<file path="src/wdt_pkg.sv">
// Package: register map, field positions, reset values and timing for the watchdog
package wdt_pkg;
  localparam logic [7:0] MODE_OFS = 8'hF5;
  localparam logic [7:0] CNT_OFS = 8'hF6;
  localparam logic [7:0] CTRL_OFS = 8'hF7;
  localparam logic [7:0] ACT_OFS = 8'h30;
  localparam logic [7:0] ISTAT_OFS = 8'hF8;
  localparam logic [7:0] IMASK_OFS = 8'hF9;
  localparam logic [7:0] MODE_RST = 8'h00;
  localparam logic [7:0] CNT_RST = 8'h00;
  localparam logic [7:0] CTRL_RST = 8'h00;
  localparam logic [7:0] ACT_RST = 8'h00;
  localparam logic [7:0] MODE_WMASK = 8'h1E;
  localparam logic [7:0] CTRL_WMASK = 8'hCF;
  localparam int MODE_FAST_BIT = 4;
  localparam int MODE_MIN_BIT = 3;
  localparam int MODE_KBCEN_BIT = 2;
  localparam int MODE_PULSE_BIT = 1;
  localparam int CTRL_MOUSE_BIT = 7;
  localparam int CTRL_KBD_BIT = 6;
  localparam int CTRL_TRIG_BIT = 5;
  localparam int CTRL_STAT_BIT = 4;
  localparam int ACT_EN_BIT = 0;
  localparam logic [3:0] IRQ_SMI_SEL = 4'h2;
  localparam int CLK_HZ = 20000000;
  localparam int CLK_PERIOD_NS = 50;
  localparam int FAST_FACTOR = 1000;
  localparam int SEC_PER_MIN = 60;
  localparam int SEC_CYCLES = CLK_HZ;
  localparam int MS_CYCLES = CLK_HZ / FAST_FACTOR;
  localparam int RESET_PULSE_NS = 1000;
  localparam int RESET_PULSE_CYCLES = (RESET_PULSE_NS + CLK_PERIOD_NS - 1) / CLK_PERIOD_NS;
  localparam int POWER_LED_PIN_HALF_NS = 500000000;
endpackage

</file>
<file path="src/wdt_tick_if.sv">
// Interface: tick request and unit selection between core and prescaler
`timescale 1ns/1ns
interface wdt_tick_if;
  logic fast;
  logic minute;
  logic run;
  logic tick;
  modport core (output fast, output minute, output run, input tick);
  modport pre (input fast, input minute, input run, output tick);
endinterface

</file>
<file path="src/wdt_top.sv">
// Watchdog time-out timer: registers, down-counter, time-out routing
// Functional notes
// - Nonzero counter write loads and starts countdown
// - Zero disables; N counts N units
// - Counter read returns live count
// - Mouse/keyboard events reload when enabled
// - Mode bit 3 selects seconds or minutes
// - Mode bit 4 counts thousand times faster
// - Enabled reset-line rising edge causes time-out
// - Mode bit 1 gates low reset pulse
// - Trigger bit forces time-out, self-clears
// - Status bit sets on time-out, write-zero clears
// - Low control bits route time-out interrupt
// - Activation bit gates time-out and LED
`timescale 1ns/1ns
module wdt_top #(
  parameter int SEC_CYC = wdt_pkg::SEC_CYCLES,
  parameter int MS_CYC = wdt_pkg::MS_CYCLES,
  parameter int PULSE_CYC = wdt_pkg::RESET_PULSE_CYCLES,
  parameter int LED_HALF_CYC = wdt_pkg::POWER_LED_PIN_HALF_NS / wdt_pkg::CLK_PERIOD_NS
) (
  input wire logic mclk,
  input wire logic rst_n,
  input wire logic [7:0] regAddr,
  input wire logic [7:0] regWdata,
  input wire logic regWr,
  input wire logic regRd,
  output logic [7:0] regRdata,
  input wire logic mouseIrqEvt,
  input wire logic kbdIrqEvt,
  input wire logic kbcResetLine,
  output logic watchdogTimeoutOutN,
  output logic keyboardResetPinN,
  output logic [15:0] irqLines,
  output logic systemMgmtInterruptN,
  output logic powerLedPin,
  output logic intrOut
);
  import wdt_pkg::*;
  wdt_tick_if tk ();

  logic [7:0] modeFf, nxtMode, cntFf, nxtCnt, reloadFf, nxtReload;
  logic [7:0] ctrlFf, nxtCtrl, actFf, nxtAct, rdFf, nxtRd;
  logic [1:0] istatFf, nxtIstat, imaskFf, nxtImask;
  logic kbcPrevFf, toFf, nxtTo, intrFf, smiFf, ledFf, nxtLed, nxtSmi, nxtIntr;
  logic [15:0] irqFf, nxtIrq;
  logic [31:0] ledCntFf, nxtLedCnt;
  logic active, wrMode, wrCnt, wrCtrl, wrAct, reloadEvt, expire, timeout, pulseN;

  // One-hot steering of the time-out onto the selected line
  function automatic logic [15:0] route(input logic [3:0] sel, input logic on);
    route = on ? (16'h0001 << sel) : 16'h0000;
  endfunction

  assign active = actFf[ACT_EN_BIT];
  assign wrMode = regWr && regAddr == MODE_OFS;
  assign wrCnt = regWr && regAddr == CNT_OFS;
  assign wrCtrl = regWr && regAddr == CTRL_OFS;
  assign wrAct = regWr && regAddr == ACT_OFS;
  assign tk.fast = modeFf[MODE_FAST_BIT];
  assign tk.minute = modeFf[MODE_MIN_BIT];
  assign tk.run = cntFf != 8'h00 && !wrCnt && !reloadEvt;
  assign reloadEvt = (mouseIrqEvt && ctrlFf[CTRL_MOUSE_BIT]
    || kbdIrqEvt && ctrlFf[CTRL_KBD_BIT]) && reloadFf != 8'h00;
  assign expire = tk.tick && cntFf == 8'h01 && !wrCnt && !reloadEvt;

  // Time-out sources: expiry, software trigger, reset-line edge
  always_comb
  begin
    timeout = expire;
    if (wrCtrl && regWdata[CTRL_TRIG_BIT])
      timeout = 1'b1;
    if (modeFf[MODE_KBCEN_BIT] && kbcResetLine && !kbcPrevFf)
      timeout = 1'b1;
    timeout = timeout && active;
  end

  // Register and counter next state
  always_comb
  begin
    nxtMode = modeFf;
    nxtCnt = cntFf;
    nxtReload = reloadFf;
    nxtCtrl = ctrlFf;
    nxtAct = actFf;
    nxtImask = imaskFf;
    nxtIstat = istatFf;
    if (wrMode)
      nxtMode = regWdata & MODE_WMASK;
    if (wrAct)
      nxtAct = regWdata & 8'h01;
    if (regWr && regAddr == IMASK_OFS)
      nxtImask = regWdata[1:0];
    if (wrCnt)
    begin
      nxtCnt = regWdata;
      if (regWdata != 8'h00)
        nxtReload = regWdata;
    end
    else if (reloadEvt)
      nxtCnt = reloadFf;
    else if (tk.tick && cntFf != 8'h00)
      nxtCnt = cntFf - 8'h01;
    if (wrCtrl)
    begin
      nxtCtrl = (regWdata & CTRL_WMASK) | (ctrlFf & 8'h10);
      if (!regWdata[CTRL_STAT_BIT])
        nxtCtrl[CTRL_STAT_BIT] = 1'b0;
    end
    if (timeout)
      nxtCtrl[CTRL_STAT_BIT] = 1'b1;
    if (regRd && regAddr == ISTAT_OFS)
      nxtIstat = 2'b00;
    if (timeout)
      nxtIstat[0] = 1'b1;
    if (reloadEvt)
      nxtIstat[1] = 1'b1;
  end

  // Read mux; trigger bit always reads zero, self-clearing
  always_comb
  begin
    nxtRd = 8'h00;
    if (regRd)
    begin
      unique case (regAddr)
        MODE_OFS: nxtRd = modeFf;
        CNT_OFS: nxtRd = cntFf;
        CTRL_OFS: nxtRd = ctrlFf & ~8'h20;
        ACT_OFS: nxtRd = actFf;
        ISTAT_OFS: nxtRd = {6'h00, istatFf};
        IMASK_OFS: nxtRd = {6'h00, imaskFf};
        default: nxtRd = 8'h00;
      endcase
    end
  end

  // Output levels: routed interrupt tracks the sticky status
  always_comb
  begin
    nxtTo = !(ctrlFf[CTRL_STAT_BIT] && active);
    nxtIrq = route(ctrlFf[3:0], ctrlFf[CTRL_STAT_BIT] && active);
    nxtSmi = !(ctrlFf[3:0] == IRQ_SMI_SEL && ctrlFf[CTRL_STAT_BIT] && active);
    nxtIntr = |(nxtIstat & nxtImask);
    nxtLedCnt = ledCntFf + 32'h1;
    nxtLed = ledFf;
    if (!active)
    begin
      nxtLedCnt = '0;
      nxtLed = 1'b0;
    end
    else if (ledCntFf >= 32'(LED_HALF_CYC - 1))
    begin
      nxtLedCnt = '0;
      nxtLed = !ledFf;
    end
  end

  always_ff @(posedge mclk or negedge rst_n)
  begin
    if (!rst_n)
    begin
      modeFf <= MODE_RST;
      cntFf <= CNT_RST;
      reloadFf <= CNT_RST;
      ctrlFf <= CTRL_RST;
      actFf <= ACT_RST;
      istatFf <= 2'b00;
      imaskFf <= 2'b00;
      rdFf <= 8'h00;
      kbcPrevFf <= 1'b0;
      toFf <= 1'b1;
      irqFf <= 16'h0000;
      smiFf <= 1'b1;
      intrFf <= 1'b0;
      ledFf <= 1'b0;
      ledCntFf <= '0;
    end
    else
    begin
      modeFf <= nxtMode;
      cntFf <= nxtCnt;
      reloadFf <= nxtReload;
      ctrlFf <= nxtCtrl;
      actFf <= nxtAct;
      istatFf <= nxtIstat;
      imaskFf <= nxtImask;
      rdFf <= nxtRd;
      kbcPrevFf <= kbcResetLine;
      toFf <= nxtTo;
      irqFf <= nxtIrq;
      smiFf <= nxtSmi;
      intrFf <= nxtIntr;
      ledFf <= nxtLed;
      ledCntFf <= nxtLedCnt;
    end
  end

  wdt_prescaler #(.SEC_CYC(SEC_CYC), .MS_CYC(MS_CYC)) uPre (
    .mclk(mclk),
    .rst_n(rst_n),
    .tk(tk)
  );

  // Pulse stretcher is registered, so the pin comes from a flip-flop
  wdt_pulse #(.LEN(PULSE_CYC)) uPulse (
    .mclk(mclk),
    .rst_n(rst_n),
    .fire(timeout && modeFf[MODE_PULSE_BIT]),
    .pulseN(pulseN)
  );

  assign regRdata = rdFf;
  assign watchdogTimeoutOutN = toFf;
  assign keyboardResetPinN = pulseN;
  assign irqLines = irqFf;
  assign systemMgmtInterruptN = smiFf;
  assign powerLedPin = ledFf;
  assign intrOut = intrFf;

  // Counter takes the written value
  AST_LOAD: assert property (@(posedge mclk) disable iff (!rst_n)
    wrCnt && regWdata != 8'h00 |=> cntFf == $past(regWdata))
    else $error("counter not loaded");

  // Zero count never moves on its own, so no expiry time-out can follow
  AST_ZERO: assert property (@(posedge mclk) disable iff (!rst_n)
    cntFf == 8'h00 && !wrCnt && !reloadEvt |=> cntFf == 8'h00)
    else $error("zero count moved");

  // Read path shows the live count
  AST_READ: assert property (@(posedge mclk) disable iff (!rst_n)
    regRd && regAddr == CNT_OFS |=> regRdata == $past(cntFf))
    else $error("counter read mismatch");

  // Enabled event restores the saved value
  AST_RELOAD: assert property (@(posedge mclk) disable iff (!rst_n)
    reloadEvt && !wrCnt |=> cntFf == $past(reloadFf))
    else $error("reload failed");

  // Software trigger reaches status and pin
  AST_TRIG: assert property (@(posedge mclk) disable iff (!rst_n)
    wrCtrl && regWdata[CTRL_TRIG_BIT] && active |=> ctrlFf[CTRL_STAT_BIT] ##1 !toFf)
    else $error("trigger lost");

  // Trigger bit never reads back as one
  AST_TRIGRD: assert property (@(posedge mclk) disable iff (!rst_n)
    regRd && regAddr == CTRL_OFS |=> !regRdata[CTRL_TRIG_BIT])
    else $error("trigger bit read high");

  // Status holds until software clears it
  AST_STICKY: assert property (@(posedge mclk) disable iff (!rst_n)
    ctrlFf[CTRL_STAT_BIT] && !wrCtrl |=> ctrlFf[CTRL_STAT_BIT])
    else $error("status dropped");

  // Output pin idle whenever status is clear
  AST_TOPIN: assert property (@(posedge mclk) disable iff (!rst_n)
    !ctrlFf[CTRL_STAT_BIT] |=> watchdogTimeoutOutN)
    else $error("time-out pin low without status");

  // Disabled pulse must never reach the pin
  AST_PULSE: assert property (@(posedge mclk) disable iff (!rst_n)
    timeout && !modeFf[MODE_PULSE_BIT] && keyboardResetPinN |=> keyboardResetPinN)
    else $error("pulse while disabled");

  // Enabled pulse starts right after the time-out
  AST_PINLOW: assert property (@(posedge mclk) disable iff (!rst_n)
    timeout && modeFf[MODE_PULSE_BIT] |=> !keyboardResetPinN)
    else $error("reset pulse missing");

  // Inactive unit raises no new status
  AST_GATE: assert property (@(posedge mclk) disable iff (!rst_n)
    !active |=> !ctrlFf[CTRL_STAT_BIT] || $past(ctrlFf[CTRL_STAT_BIT]))
    else $error("time-out while inactive");

  // Inactive unit keeps the lamp dark
  AST_LEDOFF: assert property (@(posedge mclk) disable iff (!rst_n)
    !active |=> !powerLedPin)
    else $error("lamp lit while inactive");

  // Enabled reset-line edge behaves like a time-out
  AST_KBC: assert property (@(posedge mclk) disable iff (!rst_n)
    active && modeFf[MODE_KBCEN_BIT] && $rose(kbcResetLine) |=> ctrlFf[CTRL_STAT_BIT])
    else $error("reset-line edge ignored");

  // Selected line carries the time-out
  AST_ROUTE: assert property (@(posedge mclk) disable iff (!rst_n)
    ctrlFf[CTRL_STAT_BIT] && active |=> irqLines == (16'h0001 << $past(ctrlFf[3:0])))
    else $error("time-out on wrong line");

  // Management interrupt follows selection code two
  AST_SMI: assert property (@(posedge mclk) disable iff (!rst_n)
    ctrlFf[3:0] == IRQ_SMI_SEL && ctrlFf[CTRL_STAT_BIT] && active
    |=> !systemMgmtInterruptN)
    else $error("management interrupt missing");

  // One step down per tick
  AST_STEP: assert property (@(posedge mclk) disable iff (!rst_n)
    tk.tick && cntFf != 8'h00 && !wrCnt && !reloadEvt |=> cntFf == $past(cntFf) - 8'h01)
    else $error("count step wrong");

  // Stray steps between ticks would shorten the time-out
  AST_HOLD: assert property (@(posedge mclk) disable iff (!rst_n)
    !tk.tick && !wrCnt && !reloadEvt |=> $stable(cntFf))
    else $error("count moved without tick");

  // Last step to zero raises the time-out
  AST_EXPIRE: assert property (@(posedge mclk) disable iff (!rst_n)
    tk.tick && cntFf == 8'h01 && !wrCnt && !reloadEvt && active
    |=> ctrlFf[CTRL_STAT_BIT] && cntFf == 8'h00)
    else $error("expiry missed");

  // Unused mode bits read back as zero
  AST_RSVD: assert property (@(posedge mclk) disable iff (!rst_n)
    regRd && regAddr == MODE_OFS |=> (regRdata & ~MODE_WMASK) == 8'h00)
    else $error("reserved mode bits set");
endmodule

</file>
<file path="src/wdt_prescaler.sv">
// Prescaler: one-cycle tick per selected count unit
`timescale 1ns/1ns
module wdt_prescaler #(
  parameter int SEC_CYC = wdt_pkg::SEC_CYCLES,
  parameter int MS_CYC = wdt_pkg::MS_CYCLES
) (
  input wire logic mclk,
  input wire logic rst_n,
  wdt_tick_if.pre tk
);
  import wdt_pkg::*;
  logic [31:0] baseFf, nxtBase;
  logic [5:0] minFf, nxtMin;
  logic tickFf, nxtTick;
  logic [31:0] baseLim;

  // Base divider, then divide by sixty for minute units
  always_comb
  begin
    baseLim = tk.fast ? 32'(MS_CYC - 1) : 32'(SEC_CYC - 1);
    nxtBase = baseFf;
    nxtMin = minFf;
    nxtTick = 1'b0;
    if (!tk.run)
    begin
      nxtBase = '0;
      nxtMin = '0;
    end
    else if (baseFf >= baseLim)
    begin
      nxtBase = '0;
      if (!tk.minute || minFf == 6'(SEC_PER_MIN - 1))
      begin
        nxtMin = '0;
        nxtTick = 1'b1;
      end
      else
        nxtMin = minFf + 6'h01;
    end
    else
      nxtBase = baseFf + 32'h1;
  end

  // Registers only
  always_ff @(posedge mclk or negedge rst_n)
  begin
    if (!rst_n)
    begin
      baseFf <= '0;
      minFf <= '0;
      tickFf <= 1'b0;
    end
    else
    begin
      baseFf <= nxtBase;
      minFf <= nxtMin;
      tickFf <= nxtTick;
    end
  end
  assign tk.tick = tickFf;

  // Second unit ticks on each full base period
  AST_SECOND: assert property (@(posedge mclk) disable iff (!rst_n)
    tk.run && !tk.minute && !tk.fast && baseFf == 32'(SEC_CYC - 1) |=> tk.tick)
    else $error("second tick missing");

  // Minute unit waits for the sixtieth base period
  AST_MINUTE: assert property (@(posedge mclk) disable iff (!rst_n)
    tk.run && tk.minute && minFf != 6'(SEC_PER_MIN - 1) |=> !tk.tick)
    else $error("early minute tick");

  // Fast mode ticks on the short period
  AST_FAST: assert property (@(posedge mclk) disable iff (!rst_n)
    tk.run && !tk.minute && tk.fast && baseFf == 32'(MS_CYC - 1) |=> tk.tick)
    else $error("fast tick missing");

  // Normal speed never ticks before a full period
  AST_SLOW: assert property (@(posedge mclk) disable iff (!rst_n)
    tk.run && !tk.fast && baseFf < 32'(SEC_CYC - 1) |=> !tk.tick)
    else $error("early slow tick");
endmodule

</file>
<file path="src/wdt_pulse.sv">
// Pulse stretcher: fixed-length active-low pulse on a trigger
`timescale 1ns/1ns
module wdt_pulse #(
  parameter int LEN = wdt_pkg::RESET_PULSE_CYCLES
) (
  input wire logic mclk,
  input wire logic rst_n,
  input wire logic fire,
  output logic pulseN
);
  logic [15:0] cntFf, nxtCnt;
  logic outFf, nxtOut;

  // Retrigger restarts the full length
  always_comb
  begin
    nxtCnt = cntFf;
    if (fire)
      nxtCnt = 16'(LEN);
    else if (cntFf != 16'h0000)
      nxtCnt = cntFf - 16'h0001;
    nxtOut = (nxtCnt == 16'h0000);
  end

  always_ff @(posedge mclk or negedge rst_n)
  begin
    if (!rst_n)
    begin
      cntFf <= 16'h0000;
      outFf <= 1'b1;
    end
    else
    begin
      cntFf <= nxtCnt;
      outFf <= nxtOut;
    end
  end
  assign pulseN = outFf;
endmodule

</file>
<file path="config.mk">
export PLATFORM = sky130hd
export DESIGN_NAME = wdt_top
export DESIGN_NICKNAME = d
export VERILOG_FILES = /design/src/wdt_pkg.sv /design/src/wdt_tick_if.sv /design/src/wdt_top.sv /design/src/wdt_prescaler.sv /design/src/wdt_pulse.sv
export SDC_FILE = /design/constraint.sdc
export NUM_CORES = 1
export LEC_CHECK = 0
export BUFFER_PORTS_ARGS = -buffer_cell sky130_fd_sc_hd__buf_2
export CAP_MARGIN = 0
export CELL_PAD_IN_SITES_DETAIL_PLACEMENT = 0
export CELL_PAD_IN_SITES_GLOBAL_PLACEMENT = 1
export CORE_MARGIN = 1.5
export CORE_UTILIZATION = 51
export DETAILED_ROUTE_END_ITERATION = 12
export PLACE_DENSITY = 0.85
export REMOVE_ABC_BUFFERS = 1
export SETUP_SLACK_MARGIN = 0.15
export SLEW_MARGIN = 10
export SYNTH_ARGS = -nofsm -noshare
export SYNTH_HDL_FRONTEND = slang
export SYNTH_SLANG_ARGS = --single-unit
</file>
<file path="constraint.sdc">
create_clock -name mclk -period 3.9 [get_ports mclk]
set_clock_uncertainty 0.05 [all_clocks]
set_input_delay 0.195 -clock mclk [delete_from_list [all_inputs] [get_ports mclk]]
set_output_delay 0.195 -clock mclk [all_outputs]
set_load 0.01 [all_outputs]
</file>
==> results of run 1 <==
## sequential cells by signal (all words and copies together) (netlist names), 2 cells and up
name and count:
uPre.baseFf 32, ctrlFf 7, imaskFf 2, uPulse.cntFf 16
modeFf 4, irqLines 16, reloadFf 8, regRdata 8
uPre.minFf 6, ledCntFf 32, istatFf 2, cntFf 8
## per-layer routing
metal	share of wire, %	up-vias	GRT usage, %	routed length [um]
li1	-	2573	-	-
met1	46	2666	30.48	6962
met2	49	119	36.72	7494
met3	4.5	13	6.015	685
met4	0.99	0	6.324	151
met5	0	-	0	0
## worst min-delay path, cell delays in order
cell,delay (ns)
buf_2,0.15
nand2_1,0.06
nand2_1,0.04
## layout by cell type, fill, tap and decap left out, types with 5 or more instances in the layout
| cell type | n |
|---|---|
| nand3b_1 | 6 |
| nor4_1 | 12 |
| nor3_1 | 22 |
| inv_1 | 13 |
| xnor2_1 | 30 |
| nand2_1 | 71 |
| and4_1 | 6 |
| nor2b_1 | 12 |
| nand4b_1 | 6 |
| buf_2 | 50 |
| xor2_1 | 29 |
| nand3_1 | 22 |
| dfrtp_1 | 146 |
| nand2b_1 | 6 |
| a22oi_1 | 5 |
| buf_4 | 8 |
| a21oi_1 | 16 |
| mux2_2 | 9 |
| conb_1 | 14 |
| nand4_1 | 15 |
| and3_1 | 13 |
| mux2i_1 | 10 |
| a221oi_1 | 5 |
| ha_1 | 18 |
| nor2_1 | 109 |
| mux2_1 | 9 |
| o21ai_1 | 11 |
| o21ai_0 | 10 |
| clkbuf_16 | 17 |
## worst min path at each step
stage,cells past startpoint,slack [ns],to
CTS,3,0.006,reloadFf[4]
finish,3,0.02,reloadFf[4]
floorplan,0,-0.15,actFf[0]
global placement,1,0.30,kbcPrevFf
detailed placement,1,0.30,kbcPrevFf
global route,3,0.03,reloadFf[2]
## power by group through the flow
stage / combinational, mW / clock (mW) / sequential (mW)
6_report: 0.409 / 1.68 / 1.76
3_5_place_dp: 0.403 / 0 / 1.78
2_1_floorplan: 0.287 / 0 / 1.75
4_1_cts: 0.412 / 1.71 / 1.76
3_3_place_gp: 0.396 / 0 / 1.78
5_1_grt: 0.470 / 1.78 / 1.77
## cell families (layout without fill, tap and decap cells)
family / Yosys count / count (layout) / synth area share, %
simple gates: 324 / 324 / 23.03
flops: 149 / 149 / 52.59
compound gates: 80 / 80 / 7.599
xor+xnor: 59 / 59 / 7.281
buf+inv: 30 / 109 / 1.692
mux: 29 / 29 / 4.584
fa+ha+maj: 18 / 18 / 3.174
other cells: 1 / 14 / 0.05284
## area by class of cell
cell class                      instances  share of cell area, %
Clock buffer                           23                  5.892
Clock inverter                          9                  1.511
Inverter                               14                 0.6345
Multi-Input combinational cell        524                  39.87
Sequential cell                       149                  45.07
Tap cell                              176                  2.659
Timing Repair Buffer                   63                  4.366
## per-stage QoR
stage | std cells | worst slack, ns | util, % | hold WS [ns] | instance area [um2]
after global placement | 922 | 1.462 | 56.93 | 0.2951 | 7629
after detailed placement | 922 | 1.344 | 56.93 | 0.2984 | 7629
final | 958 | 1.321 | 61.80 | 0.01874 | 8282
after floorplan | 687 | 1.114 | - | -0.1506 | 7078
after CTS | 958 | 1.315 | 61.80 | 0.005706 | 8282
after global routing | 958 | 1.126 | 61.80 | 0.02931 | 8282
==> impl_results.md, run 1 <==
* Initial antenna violation count at 0
* Hold WC Path Type: in2reg
* Pwr dens at about 460 nW/um2
* Syn avg cell area at about 10 um2
* Share of cells above drive strength 1 at 15.47%
* Worst r2r dst: uPre.baseFf[9]
* Number of I/O port buffers at 51
* List of most frequent post-synthesis cells: dfrtp_1, nor2_1, nand2_1, xnor2_1, xor2_1
* CTS resizes at 0
* Post-CTS Setup Bufs at 0
* Root buffer cell: clkbuf_16
* Worst r2r path cells at 9
* Register-to-Register Setup Slack at about 1.3 ns
* Chip Height at 121.0 um
* Status: complete, no violations
* Multi-input logic area at 3302 um2
* CTS Buf Count at 17
* CTS Hold Bufs at 4
* CP top delay family: compound AO/OA/AOI/OAI gates
* Clock Latency Late Sink at 0.42 ns
* Final period util at between 60% and 70%
* Worst Tran Pin Value at a little over 1 ns
* # setup viols final at 0
* Highest Clock Rate at about 0.39 GHz
* Clock power share at 43.6%
* Number of global-route vias before repair at 5,350
* Total track usage at between 20% and 30%
* Final hold vios at 0
* Ports at 52
* Leakage at between 3 and 4 nW
* Initial Utilization at between 50% and 60%
* Hold Crit Start: regWdata[4]
* Routed wire length at between 15,000 and 20,000 um
* Reg2Reg Launch Point: modeFf[4]
* Global-route wire length before repair at 25,890 um
* Largest area contributor in the netlist: dfrtp_1
* Number of cell rows at 42
* Worst setup path end: uPre.baseFf[9]
* Tot Pwr at 3.843 mW
* Register area share after synthesis at 52.59%
* Full die area at approximately 15,000 um2
* Congestion Overflow GR at 0
* Combinational Power Share at between 10% and 20%
* Yosys Warn Count at 0
* Cells after synthesis at 690
* Largest net degree at the start of global routing at about 110
* Int Pwr at slightly below 3 mW
* Layout area overhead at 16.70%
* Switching Share at roughly 25%
* Die width at 121.0 um
* Crit-path max FO at 25
* IR drop worst, VDD at around 0.00037 V
* First-pass DRT Iterations at 5
* Synth top area share at around half
* Max-slew headroom at 31.54%
* Required time of the critical path at between 4 and 5 ns
* Worst Setup SP: modeFf[4]
* Crit path DAT at 2.87 ns
* Clk sink count at 149
* DRT iter0 DRCs at 415
* Post-synth EDFFs at 0
* DR DRC count at 0
* Routed Antenna Nets at 0
* Ranking of synthesized cells by area: dfrtp_1, nor2_1, nand2_1, xnor2_1, xor2_1
* Most used DFF post-synth: dfrtp_1
* CP bufs+invs at 2
* Levels on crit path at 9
* Number of fill cells in the layout at roughly 1,100
* Worst-path clk slew at about 0.06 ns
* H-tree depth at 4
* Startpoint Class: register
* Crit-path cells: inv_1 -> ha_1 -> nand4_1 -> nor3_1 -> a2111o_1 -> o21ai_2 -> nand3_1 -> buf_4 -> nor2_1
* RSZ-0062 raised after global routing: no
* Count leader, synth: dfrtp_1
* WS Path Type: reg2reg
* Slowest-stage cell, CP: dfrtp_1
* Setup TNS at 0 ns
* CP max stage delay at about 0.57 ns
* CTS tree: done
* Seq pwr share at between 40% and 50%
* Slew Limit Fails at 0
* Avg WL per Cell at roughly 16 um
* Nets@finish at a little over 800
* Min cycle time layout at approximately 2.6 ns
* HPWL after DPL at ~11,000 um
* Total number of vias at 5,371
* Post-synthesis cell area at 7097 um2
* Final GP Congestion at 0.8424
* Sw power at around 0.95 mW
* FF+latch area at ~3700 um2
* Core ar. at 13,400 um2
* ANT cells at 0
* Maximum clock path buffer count at 2
* Worst setup EP type: register
* Synth cell types at 63
* Via/cell ratio at ~5.6
* Post-synth ARST share at 100.0%
* Total of max-cap violations at 0
* Number of synthesized register bits at 149
No activity file was read; power rests on OpenSTA's default activity.
==> inputs of run 2 (changes only) <==
CORE_UTILIZATION = 48   (was 51)
PLACE_DENSITY = 0.81   (was 0.85)
clock period = 2.59 ns   (was 3.9 ns; I/O delays follow)
==> run 2 against run 1 <==
  * Die area increased by 6.1%
  * Power grew 52%
  * First-iteration DRC count decreased by 20%
  * Global-route usage decreased by 2.1 points
  * Critical path depth decreased by 2
  * Sequential share of layout area decreased by 1.3 points
  * Cell count grew 3.3%
  * Worst hold slack improved by 0.035 ns
  * Wire length is 0.55% higher
  * Maximum frequency rose by 11%
  * Utilization decreased by 2.9 points
  * Critical path type unchanged
  * Largest power group unchanged
==> impl_results.md, run 2 (synthesized netlist as in run 1, its figures left out) <==
* Share of cells above drive strength 1 at 17.37% (+1.9 points)
* Clock power share at 43.8% (+0.2 points)
* CTS tree: done
* Number of I/O port buffers at 51 (unchanged)
* Placed Cells at 940 (+2.0%)
* Via/cell ratio at 5.435 (-3.1%)
* HPWL after DPL at 10,690 um (+0.46%)
* Most frequent cells in the layout: dfrtp_1, nor2_1, nand2_1, buf_2, xnor2_1
* Hold WC Path Type: in2reg
* DR WL met2 at 7444 um (-0.67%)
* Finished Cell Area at 8533 um2 (+3.0%)
* Hold Crit Start: regAddr[2]
* Worst-path clk slew at 0.06 ns (about the same)
* Full die area at 15,520 um2 (+6.1%)
* Metal3 WL at 598 um (-13%)
* Max Used Layer: met4
* Slowest-stage cell, CP: dfrtp_2
* Crit-path max FO at 8 (-68%)
* Root buffer cell: clkbuf_16
* CP bufs+invs at 1 (-1)
* Final hold vios at 0 (unchanged)
* Initial Utilization at 49.01% (-3.9 points)
* DRT iter0 DRCs at 333 (-20%)
* Sw power at 1.470 mW (+55%)
* Chip Height at 124.6 um (+3.0%)
* Ports at 52 (unchanged)
* Crit path DAT at 2.58 ns (-0.29 ns)
* Largest net degree at the start of global routing at 61 (-42%)
* Reg2Reg Launch Point: modeFf[4]
* Highest Clock Rate at 0.4320 GHz (+11%)
* Switching Share at 25.11% (+0.47 points)
* Int Pwr at 4.384 mW (+51%)
* Seq pwr share at 45.2% (-0.5 points)
* CP max stage delay at 0.45 ns (-0.12 ns)
* Leakage at 3.769 nW (+3.0%)
* Global-route wire length before repair at 25,760 um (-0.51%)
* DR DRC count at 0 (unchanged)
* Layout area overhead at 20.24%
* Worst setup slack after placement at 0.1931 ns (-1.151 ns)
* Total of max-cap violations at 0 (unchanged)
* Worst r2r dst: uPre.minFf[5]
* Worst Hold Path EP: actFf[0]
* Min cycle time layout at 2.315 ns (-0.2645 ns)
* Core ar. at 14,480 um2 (+8.0%)
* CTS Buf Count at 17 (unchanged)
* Setup TNS at 0 ns (unchanged)
* Commonest non-fill, non-tap cell in the layout: dfrtp_1
* Placed cell area at 7726 um2 (+1.3%)
* Largest regs: ledCntFf: 32 flops, uPre.baseFf: 32 flops
* Initial antenna violation count at 0 (unchanged)
* Startpoint Class: register
* Final worst slack at 0.2752 ns (-1.045 ns)
* Clock Latency Late Sink at 0.42 ns (about the same)
* Worst setup EP type: register
* Hold path depth at 4 (+1)
* Worst r2r path cells at 7 (-2)
* Crit-path cells: buf_4 -> ha_1 -> nand4_1 -> nor4_2 -> o21ai_4 -> a211o_1 -> o32ai_1
* Combinational Power Share at 11.0% (+0.4 points)
* Die width at 124.6 um (+3.0%)
* H-tree depth at 4 (unchanged)
* Final GP Congestion at 0.8449 (+0.30%)
* Clk sink count at 149 (unchanged)
* Non-filler cells, final at 990 (+3.3%)
* Congestion Overflow GR at 0 (unchanged)
* Slew Limit Fails at 0 (unchanged)
* Routed Antenna Nets at 0 (unchanged)
* Maximum clock path buffer count at 2 (unchanged)
* DRT met1 WL at 7060 um (+1.4%)
* Routed wire length at 15,380 um (+0.55%)
* First-pass DRT Iterations at 5 (unchanged)
* Number of cell rows at 44 (+4.8%)
* Worst Setup SP: modeFf[4]
* RSZ-0062 raised after global routing: no
* Total number of vias at 5,381 (+0.19%)
* CP top delay family: compound AO/OA/AOI/OAI gates
* Status: complete, no violations
* Final Util at 58.94% (-2.9 points)
* ANT cells at 0 (unchanged)
* Required time of the critical path at 2.86 ns (-1.33 ns)
* Avg WL per Cell at 15.53 um (-2.7%)
* Register-to-Register Setup Slack at 0.28 ns (-1.05 ns)
* Final period util at 89.37% (+23 points)
* Nets@finish at 834 (+3.0%)
* WS Path Type: reg2reg
* IR drop worst, VDD at 0.0005649 V (+51%)
* Total track usage at 20.61% (-2.1 points)
* # setup viols final at 0 (unchanged)
* Number of fill cells in the layout at 1,234 (+11%)
* Number of global-route vias before repair at 5,269 (-1.5%)
* Pwr dens at 686.1 nW/um2 (+48%)
## run 2: metal layers
layer | vias to the layer above | track usage (%)
met5 | - | 0
met4 | 0 | 7.978
met3 | 18 | 4.424
met2 | 115 | 32.87
met1 | 2630 | 27.66
li1 | 2618 | -
## run 2: final cells by class
class	count	area (um2)	share of cell area, %
clock inverters	12	177.7	2.082
inverters	14	52.55	0.6158
multi-input cells	524	3328	39.00
well taps	184	230.2	2.698
clock buffers	20	436.7	5.117
flip-flops and latches	149	3734	43.75
repair buffers	87	574.3	6.730
## run 2: tightest hold or removal path: cells and delay by family
kind                   cells  cell delay, ns
and+or+nand+nor            2            0.18
buffers and inverters      1            0.12
AOI/OAI and AO/OA          1            0.06
## run 2: timing repair
action	CTS	global route
hold buffers	12	0
gates resized for setup	0	6
setup endpoints to repair	0	37
setup buffers	0	6
hold endpoints to repair	64	0
## run 2: worst max path at each step
stage / depth (start not counted) / slack, ns / end
6_report: 7 / 0.28 / uPre.minFf[5]
5_1_grt: 7 / 0.07 / uPre.minFf[5]
4_1_cts: 9 / 0.17 / uPre.baseFf[11]
3_5_place_dp: 9 / 0.19 / uPre.baseFf[11]
3_3_place_gp: 7 / 0.26 / uPre.minFf[5]
2_1_floorplan: 6 / -0.13 / uPulse.pulseN
## run 2: power by group through the flow
stage,registers (mW),logic [mW],clock network [mW]
final,2.65,0.643,2.57
after global routing,2.67,0.737,2.71
after CTS,2.64,0.649,2.61
after floorplan,2.64,0.432,0
after detailed placement,2.68,0.628,0
after global placement,2.68,0.616,0
## run 2: metrics by stage
stage / power [mW] / hold slack (ns)
floorplan: 3.067 / -0.2161
CTS: 5.906 / 0.02260
detailed placement: 3.311 / 0.04866
global route: 6.110 / 0.06882
finish: 5.855 / 0.05373
global placement: 3.296 / 0.04049
==> inputs of run 3 (changes only) <==
CORE_UTILIZATION = 49   (was 48)
CTS_BUF_LIST = sky130_fd_sc_hd__clkbuf_8   (was default)
PLACE_DENSITY = 0.83   (was 0.81)
==> run 3 against run 2 <==
  * Count of clock-buffer cells in the layout decreased by 1
  * Cell area decreased by 1.7%
  * Critical path depth unchanged
  * Cell count decreased by 0.51%
  * Register-to-register slack about the same
  * Sequential share of layout area increased by 0.76 points
  * First-iteration DRC count decreased by 26%
  * Wire length increased by 0.45%
  * Maximum frequency about the same
  * Utilization increased by 1.0 points
==> impl_results.md, run 3 (synthesized netlist as in run 1, its figures left out) <==
* Final hold slack at 0.07760 ns (+0.02387 ns)
* ANT cells at 0 (unchanged)
* Number of cell rows at 43 (-2.3%)
* Core ar. at 13,990 um2 (-3.4%)
* Seq pwr share at 48.8% (+3.6 points)
* Root buffer cell: clkbuf_8
* CTS Buf Count at 17 (unchanged)
* Chip Height at 123.3 um (-1.0%)
* Routed wire length at 15,450 um (+0.45%)
* Crit path DAT at 2.59 ns (about the same)
* Total of max-cap violations at 0 (unchanged)
* CP top delay family: compound AO/OA/AOI/OAI gates
* H-tree depth at 4 (unchanged)
* Worst setup slack after placement at 0.1679 ns (-0.02521 ns)
* IR drop worst, VDD at 0.0005850 V (+3.6%)
* Final worst slack at 0.2768 ns (+0.001511 ns)
* CP bufs+invs at 0 (-1)
* FF+latch area at 3732 um2 (about the same)
* Required time of the critical path at 2.87 ns (about the same)
* Max-slew headroom at roughly 66%
* Slew Limit Fails at 0 (unchanged)
* Setup TNS at 0 ns (unchanged)
* Multi-input logic area at 3327 um2 (about the same)
* Clock Latency Late Sink at 0.44 ns (+0.02 ns)
* Avg WL per Cell at 15.68 um (+0.96%)
* Leakage at 3.733 nW (-0.95%)
* Tot Pwr at 5.402 mW (-7.7%)
* Total number of vias at 5,402 (+0.39%)
* Placed cell area at 7721 um2 (about the same)
* CP max stage delay at 0.41 ns (-0.04 ns)
* Layout area overhead at 18.14%
* # setup viols final at 0 (unchanged)
* Routed Antenna Nets at 0 (unchanged)
* Switching Share at 25.02% (-0.090 points)
* Finished Cell Area at 8384 um2 (-1.7%)
* Pwr dens at 644.3 nW/um2 (-6.1%)
* Congestion Overflow GR at 0 (unchanged)
* Total track usage at 21.69% (+1.1 points)
* Slowest-stage cell, CP: dfrtp_1
* Register-to-Register Setup Slack at 0.28 ns (about the same)
* Largest net degree at the start of global routing at 59 (-3.3%)
* Min cycle time layout at 2.313 ns (-0.001511 ns)
* Crit-path cells: ha_1 -> nand3_1 -> nor2_1 -> o31a_1 -> a2111oi_1 -> o21ai_1 -> mux2_1
* Number of global-route vias before repair at 5,264 (-0.095%)
* Most frequent cells in the layout: dfrtp_1, nor2_1, nand2_1, buf_2, xnor2_1
* Initial antenna violation count at 0 (unchanged)
* Ports at 52 (unchanged)
* Number of I/O port buffers at 51 (unchanged)
* Status: complete, no violations
* Die width at 123.3 um (-1.0%)
* Worst Tran Pin Value at 0.5065 ns
* Highest Clock Rate at 0.4323 GHz (about the same)
* Non-filler cells, final at 985 (-0.51%)
* Placed Cells at 936 (-0.43%)
* Share of cells above drive strength 1 at 16.77% (-0.60 points)
* WS Path Type: reg2reg
* DRT iter0 DRCs at 247 (-26%)
* Hold WC Path Type: in2reg
* Maximum clock path buffer count at 2 (unchanged)
* Number of fill cells in the layout at 1,195 (-3.2%)
* RSZ-0062 raised after global routing: no
* Initial Utilization at 50.73% (+1.7 points)
* Nets@finish at 833 (-0.12%)
* Worst setup EP type: register
* First-pass DRT Iterations at 5 (unchanged)
* Final Util at 59.94% (+1.0 points)
* Worst-path clk slew at 0.08 ns (+0.02 ns)
* Final period util at 89.31% (about the same)
* CTS tree: done
* Combinational Power Share at 12.1% (+1.1 points)
* Clock power share at 39.1% (-4.7 points)
* DR DRC count at 0 (unchanged)
* Sw power at 1.352 mW (-8.1%)
* Commonest non-fill, non-tap cell in the layout: dfrtp_1
* Full die area at 15,210 um2 (-2.0%)
* Startpoint Class: register
* Final hold vios at 0 (unchanged)
* Largest regs: ledCntFf: 32 flops, uPre.baseFf: 32 flops
* Int Pwr at 4.050 mW (-7.6%)
* Final GP Congestion at 0.8525 (+0.90%)
* Global-route wire length before repair at 25,450 um (-1.2%)
* HPWL after DPL at 10,980 um (+2.7%)
* Clk sink count at 149 (unchanged)
* Via/cell ratio at 5.484 (+0.90%)
* Crit-path max FO at 8 (unchanged)
run 3: changes by cell type in the layout (fill, tap and decap cells not counted), moves of 2 or more:
cell        delta
clkinvlp_4     -3
inv_6          -2
bufinv_16      +2
clkbuf_8      +19
clkbuf_16     -17
inv_1          +4
clkbuf_1       -3
buf_4          -3
run 3: power by group through the flow:
stage	Clock, mW	Sequential (mW)	Combinational [mW]
after floorplan	0	2.64	0.432
after global placement	0	2.67	0.619
after detailed placement	0	2.68	0.640
after CTS	2.16	2.63	0.659
after global routing	2.26	2.66	0.751
final	2.11	2.64	0.654
run 3: area by class of cell:
cell class	instances	area share (%)
Clock buffer	19	3.119
Timing Repair Buffer	86	6.835
Inverter	14	0.6268
Clock inverter	13	2.537
Multi-Input combinational cell	524	39.68
Tap cell	180	2.686
Sequential cell	149	44.52
run 3: layer usage:
layer	vias to the layer above	GRT usage (%)	wire length (um)
li1	2611	-	-
met3	17	5.443	587
met2	96	34.62	7493
met1	2678	29.43	7175
met4	0	6.322	191
met5	-	0	0
run 3: path summary, 6_finish.rpt:
path	from	end	depth (start not counted)
max reg2reg	ledCntFf[0]	powerLedPin	7
min	regAddr[0]	regRdata[5]	2
max	ledCntFf[0]	powerLedPin	7
min in group asynchronous	rst_n	uPulse.cntFf[9]	2
max in group asynchronous	rst_n	uPre.minFf[4]	3
min reg2reg	ledCntFf[0]	ledCntFf[0]	1
run 3: timing repair:
item                                    in CTS  in global routing
setup buffers                                0                  4
hold endpoints to repair                   180                  0
hold buffers                                13                  0
endpoints found under the setup margin       0                 45
resized for setup                            0                  6
